$ cat config.mk
export PLATFORM = sky130hd
export DESIGN_NAME = period_match_timer_8bit
export DESIGN_NICKNAME = d
export VERILOG_FILES = /design/src/common/period_timer_pkg.sv /design/src/rtl/period_match_timer_8bit.sv
export SDC_FILE = /design/constraint.sdc
export NUM_CORES = 1
export LEC_CHECK = 0
export BUFFER_PORTS_ARGS = -buffer_cell sky130_fd_sc_hd__buf_2
export CORE_MARGIN = 2
export CORE_UTILIZATION = 30
export DETAILED_ROUTE_END_ITERATION = 8
export GPL_TIMING_DRIVEN = 1
export PLACE_DENSITY_LB_ADDON = 0.12
export REMOVE_ABC_BUFFERS = 1
export SLEW_MARGIN = 10
export SYNTH_ARGS = -nofsm -noshare
export SYNTH_HDL_FRONTEND = slang
export SYNTH_SLANG_ARGS = --single-unit
$ cat constraint.sdc
create_clock -name ref_clk -period 4.5 [get_ports ref_clk]
set_input_delay 0.45 -clock ref_clk [delete_from_list [all_inputs] [get_ports ref_clk]]
set_output_delay 0.45 -clock ref_clk [all_outputs]
set_load 0.05 [all_outputs]
$ cat src/common/period_timer_pkg.sv
/*
 * Package for the 8-bit period match timer: register map, field layout,
 * reset values and bus record types.
 * Assumes an Avalon-MM slave with 32-bit data; each register sits in the
 * low byte of one aligned word.
 */
// Functional notes
// - count clock is instruction clock, oscillator/4
// - count and period registers are 8-bit read/write
// - count increments by one per prescaled tick
// - prescale select gives 1, 4, 16, 64
// - compare count with period every cycle
// - match restarts count and advances postscaler
// - reset clears count, sets period FFh
// - count/control writes and reset clear scalers
// - control write keeps the count value
// - postscaler reaching selection sets match flag
// - interrupt forwarded only when enable set
// - postscale ratio is select value plus one
// - unscaled match goes to PWM unit
// - match offered as serial shift clock
// - no counting in sleep, registers kept
// - control bits: postscale, run, prescale
// - control bit 7 reads zero
package period_timer_pkg;

  localparam logic [3:0] addr_count = 4'h0;
  localparam logic [3:0] addr_period = 4'h4;
  localparam logic [3:0] addr_control = 4'h8;
  localparam logic [3:0] addr_flag = 4'hC;
  localparam int addr_bits = 4;

  localparam logic [7:0] count_reset = 8'h00;
  localparam logic [7:0] period_reset = 8'hFF;
  localparam logic [7:0] control_reset = 8'h00;
  localparam logic [7:0] control_mask = 8'h7F;

  localparam int post_lsb = 3;
  localparam int run_bit = 2;
  localparam int pre_lsb = 0;
  localparam int flag_bit = 0;
  localparam int enable_bit = 1;

  localparam logic [1:0] inst_div = 2'h3;
  localparam logic [1:0] pre_div1 = 2'h0;
  localparam logic [1:0] pre_div4 = 2'h1;
  localparam logic [1:0] pre_div16 = 2'h2;

  typedef struct packed {
    logic [addr_bits-1:0] address;
    logic read;
    logic write;
    logic [31:0] writedata;
    logic [3:0] byteenable;
  } bus_req_s;

  typedef struct packed {
    logic [3:0] postscale_select;
    logic timer_run;
    logic [1:0] prescale_select;
  } control_s;

endpackage

$ cat src/rtl/period_match_timer_8bit.sv
/*
 * 8-bit period match timer with prescaler, period compare and postscaler,
 * reached as an Avalon-MM slave.
 * Assumes ref_clk is the oscillator clock; sleep is a level from the
 * power controller, synchronous to ref_clk.
 */
// Chosen here: the address map and the Avalon-MM register port.
`timescale 1ns/1ps
module period_match_timer_8bit (
  input wire logic ref_clk,
  input wire logic reset_n,
  input wire logic sleep,
  input wire logic [3:0] avs_address,
  input wire logic avs_read,
  input wire logic avs_write,
  input wire logic [31:0] avs_writedata,
  input wire logic [3:0] avs_byteenable,
  output logic [31:0] avs_readdata,
  output logic avs_waitrequest,
  output logic irq,
  output logic match_pulse,
  output logic shift_clock
);

  period_timer_pkg::bus_req_s req;
  period_timer_pkg::control_s ctl;

  logic [7:0] count_reg, count_next;
  logic [7:0] period_reg;
  logic [6:0] control_reg;
  logic [5:0] prescale_reg, prescale_next;
  logic [3:0] postscale_reg, postscale_next;
  logic [1:0] inst_reg;
  logic match_flag_reg, match_irq_enable_reg;
  logic ack_reg;
  logic [31:0] readdata_reg;
  logic match_pulse_reg, shift_clock_reg, irq_reg;

  assign req = '{avs_address, avs_read, avs_write, avs_writedata, avs_byteenable};
  assign ctl = period_timer_pkg::control_s'(control_reg);

  // one access answered per two cycles: first cycle waits, second acks
  wire access = (req.read | req.write) & ~ack_reg;
  wire wr_en = req.write & ack_reg & req.byteenable[0];
  wire wr_count = wr_en & (req.address == period_timer_pkg::addr_count);
  wire wr_period = wr_en & (req.address == period_timer_pkg::addr_period);
  wire wr_control = wr_en & (req.address == period_timer_pkg::addr_control);
  wire wr_flag = wr_en & (req.address == period_timer_pkg::addr_flag);
  wire [7:0] wbyte = req.writedata[7:0];

  // instruction clock tick: one per four oscillator cycles
  wire inst_tick = (inst_reg == period_timer_pkg::inst_div);
  wire running = ctl.timer_run & ~sleep;

  function automatic logic pre_done(input logic [1:0] sel, input logic [5:0] cnt);
    case (sel)
      period_timer_pkg::pre_div1: pre_done = 1'b1;
      period_timer_pkg::pre_div4: pre_done = (cnt[1:0] == 2'h3);
      period_timer_pkg::pre_div16: pre_done = (cnt[3:0] == 4'hF);
      default: pre_done = (cnt == 6'h3F);
    endcase
  endfunction

  wire cnt_tick = running & inst_tick & pre_done(ctl.prescale_select, prescale_reg);
  // compare every cycle; only a count tick on equality makes one match event,
  // so a slow prescaler cannot repeat the match while the count dwells
  wire match = cnt_tick & (count_reg == period_reg);
  wire post_hit = match & (postscale_reg == ctl.postscale_select);
  wire clr_scalers = wr_count | wr_control;

  always_comb begin
    count_next = count_reg;
    if (wr_count) begin
      count_next = wbyte;
    end else if (cnt_tick) begin
      // match restarts from zero instead of incrementing
      count_next = (count_reg == period_reg) ? 8'h00 : count_reg + 8'h01;
    end
    prescale_next = prescale_reg;
    if (clr_scalers) begin
      prescale_next = 6'h00;
    end else if (running & inst_tick) begin
      prescale_next = cnt_tick ? 6'h00 : prescale_reg + 6'h01;
    end
    postscale_next = postscale_reg;
    if (clr_scalers) begin
      postscale_next = 4'h0;
    end else if (cnt_tick & (count_reg == period_reg)) begin
      postscale_next = post_hit ? 4'h0 : postscale_reg + 4'h1;
    end
  end

  // flag set wins over a one-to-clear in the same cycle
  wire flag_next = post_hit | (match_flag_reg & ~(wr_flag & wbyte[period_timer_pkg::flag_bit]));

  wire [7:0] rd_byte =
    (req.address == period_timer_pkg::addr_count) ? count_reg :
    (req.address == period_timer_pkg::addr_period) ? period_reg :
    (req.address == period_timer_pkg::addr_control) ? {1'b0, control_reg} :
    (req.address == period_timer_pkg::addr_flag) ? {6'h00, match_irq_enable_reg, match_flag_reg} :
    8'h00;

  always_ff @(posedge ref_clk) begin
    if (!reset_n) begin
      count_reg <= period_timer_pkg::count_reset;
      period_reg <= period_timer_pkg::period_reset;
      control_reg <= period_timer_pkg::control_reset[6:0];
      prescale_reg <= 6'h00;
      postscale_reg <= 4'h0;
      inst_reg <= 2'h0;
      match_flag_reg <= 1'b0;
      match_irq_enable_reg <= 1'b0;
    end else begin
      // sleep stops the instruction clock too
      inst_reg <= sleep ? inst_reg : inst_reg + 2'h1;
      count_reg <= count_next;
      prescale_reg <= prescale_next;
      postscale_reg <= postscale_next;
      match_flag_reg <= flag_next;
      if (wr_period) begin
        period_reg <= wbyte;
      end
      if (wr_control) begin
        control_reg <= wbyte[6:0]; // count untouched
      end
      if (wr_flag) begin
        match_irq_enable_reg <= wbyte[period_timer_pkg::enable_bit];
      end
    end
  end

  always_ff @(posedge ref_clk) begin
    if (!reset_n) begin
      ack_reg <= 1'b0;
      readdata_reg <= 32'h0000_0000;
      match_pulse_reg <= 1'b0;
      shift_clock_reg <= 1'b0;
      irq_reg <= 1'b0;
    end else begin
      ack_reg <= access;
      readdata_reg <= access ? {24'h000000, rd_byte} : readdata_reg;
      match_pulse_reg <= match;
      // match toggles a square shift clock
      shift_clock_reg <= shift_clock_reg ^ match;
      irq_reg <= flag_next & match_irq_enable_reg;
    end
  end

  assign avs_waitrequest = ~ack_reg;
  assign avs_readdata = readdata_reg;
  assign match_pulse = match_pulse_reg;
  assign shift_clock = shift_clock_reg;
  assign irq = irq_reg;

endmodule

==> results of run 1 <==
==> where the power goes <==
part | internal (mW) | switching, mW | leakage, nW
logic | 0.0305 | 0.0942 | 0.800
registers | 0.443 | 0.0133 | 0.397
clock network | 0.108 | 0.148 | 0.0412
total | 0.582 | 0.256 | 1.24
==> final cells by class <==
cell class | count | area share (%)
sequential | 49 | 34.5
tap | 108 | 4.75
timing repair buffer | 30 | 5.36
clock inverter | 1 | 0.308
clock buffer | 6 | 2.55
inverter | 3 | 0.396
multi-input combinational | 234 | 52.2
==> worst max-delay path, cell delays in order, from the launching register on <==
cell	delay [ps]
sky130_fd_sc_hd__dfxtp_1	360
sky130_fd_sc_hd__ha_1	170
sky130_fd_sc_hd__and3b_1	250
sky130_fd_sc_hd__o21a_1	370
sky130_fd_sc_hd__nand4_4	220
sky130_fd_sc_hd__or4_1	520
sky130_fd_sc_hd__a21oi_1	150
==> cell usage after synthesis (2+ instances only) <==
library cell               instances
sky130_fd_sc_hd__nand3b_1          2
sky130_fd_sc_hd__xor2_1           16
sky130_fd_sc_hd__a22oi_1          11
sky130_fd_sc_hd__nand2_1          26
sky130_fd_sc_hd__nor2_1           30
sky130_fd_sc_hd__mux2i_1          23
sky130_fd_sc_hd__o21ai_0          16
sky130_fd_sc_hd__mux4_2            2
sky130_fd_sc_hd__nor2b_1           4
sky130_fd_sc_hd__nor4_4            2
sky130_fd_sc_hd__and2_1            3
sky130_fd_sc_hd__nand3_1           9
sky130_fd_sc_hd__dfxtp_1          49
sky130_fd_sc_hd__inv_1             3
sky130_fd_sc_hd__o21a_1            2
sky130_fd_sc_hd__nand4_1           4
sky130_fd_sc_hd__nand4b_1          2
sky130_fd_sc_hd__nor4_1            2
sky130_fd_sc_hd__nor3_1            5
sky130_fd_sc_hd__a211o_1           3
sky130_fd_sc_hd__o21ai_1           2
sky130_fd_sc_hd__or3_1             4
sky130_fd_sc_hd__a31oi_1           3
sky130_fd_sc_hd__buf_4            24
sky130_fd_sc_hd__ha_1              4
sky130_fd_sc_hd__clkbuf_1         11
sky130_fd_sc_hd__a21oi_1          21
==> cells in the final DEF, fill, tap and decap left out, drive strengths merged, types with 5 or more instances in the layout <==
master and count:
dfxtp 49, nor2 30, buf 30, nand2 26
conb 24, mux2i 23, a21oi 21, o21ai 18
xor2 16, a22oi 11, nand3 9, clkbuf 6
nor3 5, or3 5, nand4 5
==> stage by stage <==
| step | hold WS, ps | cell area, sq um | std cells | power [mW] | utilization (%) |
|---|---|---|---|---|---|
| after floorplan | 449 | 2470 | 286 | 0.557 | - |
| after CTS | 380 | 2850 | 431 | 0.853 | 33.1 |
| after global placement | 467 | 2770 | 424 | 0.591 | 32.2 |
| after detailed placement | 475 | 2770 | 424 | 0.592 | 32.2 |
| final | 387 | 2850 | 431 | 0.837 | 33.1 |
| after global routing | 398 | 2850 | 431 | 0.881 | 33.1 |
==> worst min-delay path by stage <==
| stage | slack (ps) | endpoint | depth (start not counted) | from |
|---|---|---|---|---|
| 2_1_floorplan | 450 | prescale_reg[1] | 2 | prescale_reg[1] |
| 3_5_place_dp | 470 | prescale_reg[1] | 2 | prescale_reg[1] |
| 5_1_grt | 400 | period_reg[6] | 3 | avs_writedata[6] |
| 3_3_place_gp | 470 | prescale_reg[1] | 2 | prescale_reg[1] |
| 6_report | 390 | period_reg[7] | 3 | avs_writedata[7] |
| 4_1_cts | 380 | period_reg[7] | 3 | avs_writedata[7] |
==> per-layer routing <==
layer | track usage [%] | share of wire [%] | vias to the layer above
met5 | 0 | 0 | -
met4 | 3.85 | 1.1 | 0
met3 | 2.37 | 3.5 | 7
met2 | 22.0 | 47 | 42
met1 | 19.0 | 49 | 1011
li1 | - | - | 1058
==> cell families (layout without fill, tap and decap cells) <==
group	count (synthesis)	after routing	share of synthesized area [%]
XOR/XNOR	17	17	5.67
buffers and inverters	41	40	9.62
other	1	24	0.143
AND/OR/NAND/NOR	103	103	21.0
AO/OA/AOI/OAI	61	61	13.9
multiplexers	25	25	10.5
adder cells (fa/ha/maj)	4	4	1.91
flip-flops	49	49	37.4
==> run summary, run 1 <==
For the final routed database, the setup TNS stands at 0 ps. The starting density of the core came out at 30.6%. TritonCTS built the clock tree. The register area share after synthesis is 37.4%. The final layout contains routed wiring with a total length of 6.31 mm. The number of primary I/O pins is 81. The number of CTS-inserted buffers came out at 5. The latest clock arrival within the worst-skew pair is 310 ps. After floorplanning, the core was divided into 34 placement rows. The filler cells instantiated in the layout total 912.

In this run the worst hold path is classified as in2reg. The first global-routing pass estimated 10.5 mm of wire. Setup repair after global routing left no endpoint under its margin. The capture point of the worst reg-to-reg path is postscale_reg[3]. At the worst endpoint, the required time is 4730 ps.

The DRC violation count after routing came out at 0. The flip-flop and latch count after synthesis came out at 49. The synthesis warning total is 0.

The worst path arrival time is 2340 ps. The detailed-placement wirelength estimate came out at 4.73 mm. The placeable core area came out at 0.00859 sq mm. From synthesis to final layout, the design area changed by 8.38%. The area of the die came out at 0.00952 sq mm. The worst clock skew on the final layout is 16.6 ps.

The first-pass iteration count of the detailed router is 4. The total overflow left after global routing is 0. The post-synthesis average cell area is 8.73 sq um.

Entering global routing, the biggest net connects 24 pins. The cell chosen for the clock root is sky130_fd_sc_hd__clkbuf_8. The footprint of the flip-flops and latches is 981 sq um.

The number of DRC violations after detailed-routing iteration 0 came out at 79. After clock tree synthesis, the setup repair step added 0 buffers. The remaining antenna violation count is 0. The highest fanout seen on the critical path came out at 10.

The number of global-route vias before repair is 2,005. Based on the critical path, the design can be clocked at up to 474 MHz. The area of the multi-input gates came out at 0.00149 sq mm.

The y dimension of the die is 97.6 um. The worst setup path is captured at a flip-flop. The clock tree buffer depth came out at 2. After detailed routing, the average wire length per cell comes to 14.6 um. The distinct cell type count after synthesis came out at 45. The worst reg-to-reg path cell count came out at 6. The initial antenna violation count was 0. After clock tree synthesis, the clock-pin slew on the worst setup and hold paths is 90 ps. The worst register-to-register path begins at inst_reg[0].

Power spread over the standard cell area amounts to 294 mW/mm^2. The number of enable flip-flop cells after synthesis came out at 0. In the synthesized netlist the dominant register cell turns out to be sky130_fd_sc_hd__dfxtp_1. The number of max-capacitance violations reported is 0. The synthesized instance count is 301. The flow ran to the end, and the final reports show no timing, DRC or antenna violations. The layout net count is 372. The number of buffers added on ports came out at 29. The worst setup slack for register-to-register paths came out at 2390 ps. The analysis attributes to cell leakage a power of 1.24 nW.

The critical path ends at postscale_reg[3]. The fraction of layout cells with a size suffix above 1 came out at 13.9%. The synthesized design devotes to its leading area cell type 37.4% of total area. The width of the chip is 97.6 um. The H-tree generated during clock tree synthesis spans 2 levels. The hold buffer count at cts came out at 0. The worst setup path is launched from a flip-flop. Summing over every cut layer, the via total after detailed routing is 2,118.

Before CTS, the worst setup slack after placement is 2180 ps. Global routing consumed, over all layers together, 13.7% of the routing resources. The critical path class is reg2reg. The remaining max-slew budget at the tightest pin came out at 32.9%. The most critical setup path has its startpoint at inst_reg[0]. The sink count of the clock tree is 49. IR analysis of the VDD net gives a maximum drop of 0.110 mV. The hold violation count in the final report is 0. The minimum clock period after layout came out at 2110 ps. Across all setup checks in the final design, the least slack found is 2390 ps.

The async set or reset register ratio after synthesis is 0%. The count of final max-slew check failures is 0. By area the synthesized netlist is led by sky130_fd_sc_hd__dfxtp_1, sky130_fd_sc_hd__mux2i_1, sky130_fd_sc_hd__buf_4.

The vias per cell is 4.91. The largest total area in the synthesized netlist belongs to sky130_fd_sc_hd__dfxtp_1. The congestion estimate from routability-driven global placement came to 0.745.

The final setup violation count is 0. The final worst-path cycle share came out at 46.9%. In this run the cell area of the synthesized design comes to 0.00263 sq mm.

The total inserted antenna cells came out at 0. The post-cts resize count came out at 0. The actual transition at the worst max-transition pin came out at 998 ps.
Power figures use the tool's default switching activity.
==> run 2, diff against run 1 <==
- clock period: 4.5 -> 1.79 ns (I/O delays scaled with it)
==> run 2 against run 1 <==
Clock skew is 8.7 ps lower. Worst hold slack lost 290 ps. Utilization grew 4.2 points. Sequential share of layout area fell by 3.7 points. Register-to-register slack got worse by 2400 ps. Combinational power rose to 3.0 times the previous value. Sequential power grew 150%. First-iteration DRC count is 22% higher. Largest cell class unchanged.
==> run summary, run 2 (synthesis gave the netlist of run 1 again) <==
The final setup violation count is 0. Setup repair after global routing could not meet its margin everywhere. The detailed-placement wirelength estimate came out at 5.18 mm. The first-pass iteration count of the detailed router came out at 4.

The number of global-route vias before repair is 2,085. The count of nets left with antenna violations once routing finished came out at 0. After the first detailed-routing iteration, the DRC count stood at 96.

The core region is 0.00859 sq mm. For the worst setup path, the data required time is 2030 ps. The area of the die came out at 0.00952 sq mm. The final cell utilization of the core is 37.3%.

Across the routed clock network, the largest skew measured is 7.86 ps. The minimum clock period after layout is 1780 ps. The maximum ir drop on the vdd rail is 0.326 mV. The width of the chip is 97.6 um.

The min-delay analysis places its worst path in the category in2reg. The flow ran to the end, and the final reports show no timing, DRC or antenna violations. Entering global routing, the biggest net connects 22 pins.

The critical path class is reg2reg. The global-route wire length before repair is 11.0 mm. The remaining global-route overflow came out at 0.

The hold violation count in the final report was 0. The actual transition at the worst max-transition pin is 698 ps. STA classifies the critical path startpoint as a flip-flop. The DRC violation count after routing came out at 0. The number of clock buffers added by TritonCTS is 5. The clock tree buffer depth is 2. The post-route netlist has 27.9% of its cells at a drive strength greater than 1. The vias per cell is 4.63. The initial antenna violation count came out at 0. The total power came out at 2.16 mW. The hold buffer count at cts is 0. The standby leakage power is 1.45 nW. The last weighted congestion value of the routability-driven placer came out at 0.812.

The starting density of the core came out at 30.6%. The count of final max-slew check failures is 0. In the global route stage, overall resource usage came out at 14.5%. The worst setup path is captured at a flip-flop. The initialized floorplan defines 34 standard-cell rows.

The area added between synthesis and finish came out at 22.2%. The worst path arrival time came out at 2030 ps. In this run the worst path has a maximum fanout of 6. The remaining max-slew budget at the tightest pin is 53.1%. The number of placed instances, taps included came out at 462.

The total power per unit cell area is 673 mW/mm^2. In the layout the commonest cells are sky130_fd_sc_hd__dfxtp_1, sky130_fd_sc_hd__buf_4, sky130_fd_sc_hd__nor2_1. The library cell used most frequently in the layout, excluding fill and tap cells, is sky130_fd_sc_hd__dfxtp_1. The number of max-capacitance violations reported is 0. Pin placement for this block handled 81 I/O pins. For the worst-skew pair, the clock arrives at the later sink with an insertion delay of 300 ps. The CTS clock-pin slew for the worst setup and hold paths came out at 90 ps. The layout has 917 filler cells.

Buffers placed on the I/O ports in this run total 29. The die is 97.6 um tall. The total routed wirelength is 6.72 mm. The tree is rooted in a sky130_fd_sc_hd__clkbuf_8.

The maximum level of the CTS H-tree is 2. The final cell count without fillers came out at 474. Based on the critical path, the design can be clocked at up to 561 MHz. Dividing the detail-routed wire length by the instance count gives 14.2 um. TritonCTS built the clock tree. The layout net count came out at 414.

The final worst-path cycle share came out at 99.6%. The total via count in the routed design is 2,194. For this design, the sink count on the clock tree is 49. 0 antenna diodes ended up in the layout.
## run 2: stage by stage
stage	setup TNS, ps	hold WS [ps]	setup WS [ps]	instance area, sq um
finish	0	95.2	7.83	3210
global route	-294	118	-84.1	3210
CTS	0	92.0	1.87	3160
detailed placement	-71.8	414	-33.4	3050
global placement	-73.2	410	-37.0	3050
floorplan	-1430	241	-324	2470
## run 2: final cells by class
cell class	count	area (sq um)	area share, %
clock inverter	2	10.0	0.312
sequential	49	988	30.8
tap	108	135	4.21
clock buffer	6	72.6	2.26
multi-input combinational	234	1520	47.3
inverter	3	11.3	0.351
timing repair buffer	72	472	14.7
## run 2: final timing paths
check                           depth (start not counted)  slack [ps]          endpoint        startpoint
worst min register to register                          2         480   prescale_reg[1]   prescale_reg[1]
worst max register to register                          5           8  postscale_reg[3]      count_reg[4]
worst max-delay path                                    5           8  postscale_reg[3]      count_reg[4]
worst min-delay path                                    3         100     period_reg[7]  avs_writedata[7]
## run 2: report_power, final
part	switching, mW	total [mW]	leakage, nW	internal [mW]
clock	0.383	0.655	0.0450	0.272
combinational	0.265	0.373	1.01	0.108
sequential	0.0159	1.13	0.398	1.12
## run 2: critical path, stage by stage (launching register included)
cell                      delay [ps]
sky130_fd_sc_hd__dfxtp_2         350
sky130_fd_sc_hd__xor2_2          190
sky130_fd_sc_hd__nor4_4          370
sky130_fd_sc_hd__nand4_4         170
sky130_fd_sc_hd__or4_4           510
sky130_fd_sc_hd__a21oi_1         140
## run 2: layer usage
layer | share of wire (%) | GRT usage, % | vias to the layer above
li1 | - | - | 1134
met1 | 50 | 20.8 | 1014
met2 | 46 | 22.1 | 41
met3 | 3.5 | 3.09 | 5
met4 | 1.2 | 3.85 | 0
met5 | 0 | 0 | -
## run 2: timing repair
item	in CTS	in global routing
resized for setup	2	14
endpoints found under the setup margin	3	13
pin swaps	3	3
buffers inserted	3	2
gates cloned	0	0
==> run 3, diff against run 2 <==
- CORE_UTILIZATION: 30 -> 46
==> run 3 against run 2 <==
The run now ends with setup timing left. Worst hold slack worse by 5.5 ps. Design area is 0.62% lower. Fmax is 1.5% lower. Combinational power is 2% lower. Sequential power hardly changed. Critical endpoint is now postscale_reg[2]. Largest power group unchanged.
==> run summary, run 3 (synthesis gave the netlist of run 1 again) <==
The maximum number of pins on one net before global-route repair is 21. The total inserted antenna cells came out at 0. The worst setup path is launched from a flip-flop. The final route contains 2,273 vias. The run finished, with violations left. The hold buffer count at cts came out at 0.

The smallest clock period supported by the final layout is computed as 1810 ps. The post-detailed-route wirelength per cell came out at 14.4 um. The worst clock skew on the final layout came out at 7.48 ps. The worst setup path is captured at a flip-flop.

The sequential share of power came out at 45.7%. The floorplan has 27 rows. The standby leakage power came out at 1.46 nW. The combinational fraction of design power came out at 14.8%. Setup repair after global routing could not meet its margin everywhere. The CTS clock-pin slew for the worst setup and hold paths is 100 ps. The total power per unit cell area came out at 776 mW/mm^2.

The clock tree buffer depth came out at 2. The remaining global-route overflow came out at 0. The actual transition at the worst max-transition pin came out at 705 ps. The highest attainable clock frequency is 553 MHz. The tree is rooted in a sky130_fd_sc_hd__clkbuf_8. The hold violation count in the final report is 0. STA puts the critical path data arrival time at 2070 ps.

The final setup violation count is 1. The global-route usage over all layers came out at 20.5%. The remaining max-slew budget at the tightest pin is 52.6%.

The width of the chip came out at 79.6 um. The last weighted congestion value of the routability-driven placer is 0.837. From bottom edge to top edge, the die measures 79.6 um. The number of global-route vias before repair came out at 1,989. The maximum level of the CTS H-tree is 2. In this run switching power makes up 27.9% of total power. The worst hold margin is 89.7 ps. The area added between synthesis and finish is 21.4%. The remaining antenna violation count came out at 0.

The layout net count is 410. The number of buffers added on ports came out at 29. Leaving out fill and tap cells, the most frequent cell in the layout is sky130_fd_sc_hd__dfxtp_1. The share of total power dissipated in the clock network is 39.5%. The latest clock arrival within the worst-skew pair is 320 ps. After detailed routing, the total wire length is 6.25 mm.

The clock tree from TritonCTS is built. The number of max-capacitance violations reported is 0. The detailed-placement wirelength estimate came out at 4.69 mm. The maximum ir drop on the vdd rail is 0.414 mV.

Using the TritonRoute via totals, the vias-per-cell ratio works out to 5.24. The area of the die is 0.00633 sq mm. The final-layout fill cell count came out at 529.

The critical path is of the reg2reg type. The initial antenna violation count was 0. Leaving out fill and tap cells, the most frequent cells in the layout are sky130_fd_sc_hd__dfxtp_1, sky130_fd_sc_hd__buf_4, sky130_fd_sc_hd__nor2_1. The switching power is 0.689 mW. The number of CTS-inserted buffers came out at 5.

The fraction of layout cells with a size suffix above 1 is 26.5%. The highest fanout seen on the critical path came out at 8. The placeable core area came out at 0.00551 sq mm. The first-pass iteration count of the detailed router is 5. After the first detailed-routing iteration, the DRC count stood at 120.

The starting density of the core is 47.7%. The count of final max-slew check failures is 0. In the finished design, the share of the clock period the worst path needs comes to 101%. The number of primary I/O pins came out at 81. The final worst setup slack came out at -19.6 ps.

The worst slack at placement is -19.0 ps. The DRC violation count after routing is 0. The sink count of the clock tree is 49.

The final reports fail on setup timing. The first global-routing pass estimated 9.96 mm of wire. The worst hold path belongs to the class in2reg. The internal power consumption came out at 1.78 mW. The required arrival time at the worst endpoint came out at 2050 ps.
run 3: cell count changes in the layout (fill, tap and decap cells not counted), moves of 2 or more:
| cell | before | now |
|---|---|---|
| sky130_fd_sc_hd__dfxtp_1 | 43 | 46 |
| sky130_fd_sc_hd__a31oi_1 | 3 | 1 |
| sky130_fd_sc_hd__clkinv_2 | 2 | 0 |
| sky130_fd_sc_hd__buf_4 | 42 | 38 |
| sky130_fd_sc_hd__bufinv_16 | 0 | 2 |
| sky130_fd_sc_hd__dfxtp_2 | 6 | 3 |
| sky130_fd_sc_hd__a31oi_2 | 0 | 2 |
| sky130_fd_sc_hd__and2_4 | 0 | 2 |
run 3: worst max-delay path, cell delays in order, from the launching register on:
cell	delay [ps]
sky130_fd_sc_hd__dfxtp_2	330
sky130_fd_sc_hd__xor2_1	180
sky130_fd_sc_hd__nor4_4	400
sky130_fd_sc_hd__nand4_4	200
sky130_fd_sc_hd__or4b_1	500
sky130_fd_sc_hd__a21oi_1	140
run 3: metrics by stage:
step	util [%]	instances	setup TNS [ps]	total power, mW	area, sq um
4_1_cts	56.9	432	-66.5	2.48	3130
5_1_grt	57.9	434	-220	2.57	3190
2_1_floorplan	-	286	-1430	1.40	2470
3_5_place_dp	54.2	423	-45.5	1.52	2980
6_report	57.9	434	-19.6	2.47	3190
3_3_place_gp	54.2	423	-9.41	1.51	2980
run 3: cell type report:
cell class / instances / area [sq um] / area share (%)
clock buffer: 5 / 68.8 / 2.16
timing repair buffer: 68 / 442 / 13.9
clock inverter: 3 / 68.8 / 2.16
multi-input combinational: 234 / 1520 / 47.8
sequential: 49 / 985 / 30.9
inverter: 3 / 11.3 / 0.353
tap: 72 / 90.1 / 2.83
run 3: metal layers:
metal | vias up | GRT usage, % | share of wire, %
li1 | 1129 | - | -
met1 | 1076 | 27.9 | 47
met2 | 62 | 33.1 | 47
met3 | 6 | 3.85 | 4.8
met4 | 0 | 5.69 | 1.2
met5 | - | 0 | 0
run 3: repair_timing:
action / CTS / global route
pin swaps: 1 / 3
endpoints found under the setup margin: 3 / 14
resized for setup: 2 / 12
setup buffers: 1 / 2
run 3: final timing paths:
check                                 startpoint               end  cells after the start  slack, ps
worst min register to register   prescale_reg[1]   prescale_reg[1]                      2        490
worst max register to register      count_reg[6]  postscale_reg[2]                      5        -20
worst max-delay path                count_reg[6]  postscale_reg[2]                      5        -20
worst min-delay path            avs_writedata[7]     period_reg[7]                      3         90
run 3: power by group through the flow:
| stage | combinational [mW] | sequential [mW] | clock (mW) |
|---|---|---|---|
| floorplan | 0.225 | 1.18 | 0 |
| global placement | 0.358 | 1.15 | 0 |
| detailed placement | 0.361 | 1.15 | 0 |
| CTS | 0.363 | 1.13 | 0.991 |
| global route | 0.397 | 1.13 | 1.04 |
| finish | 0.367 | 1.13 | 0.976 |
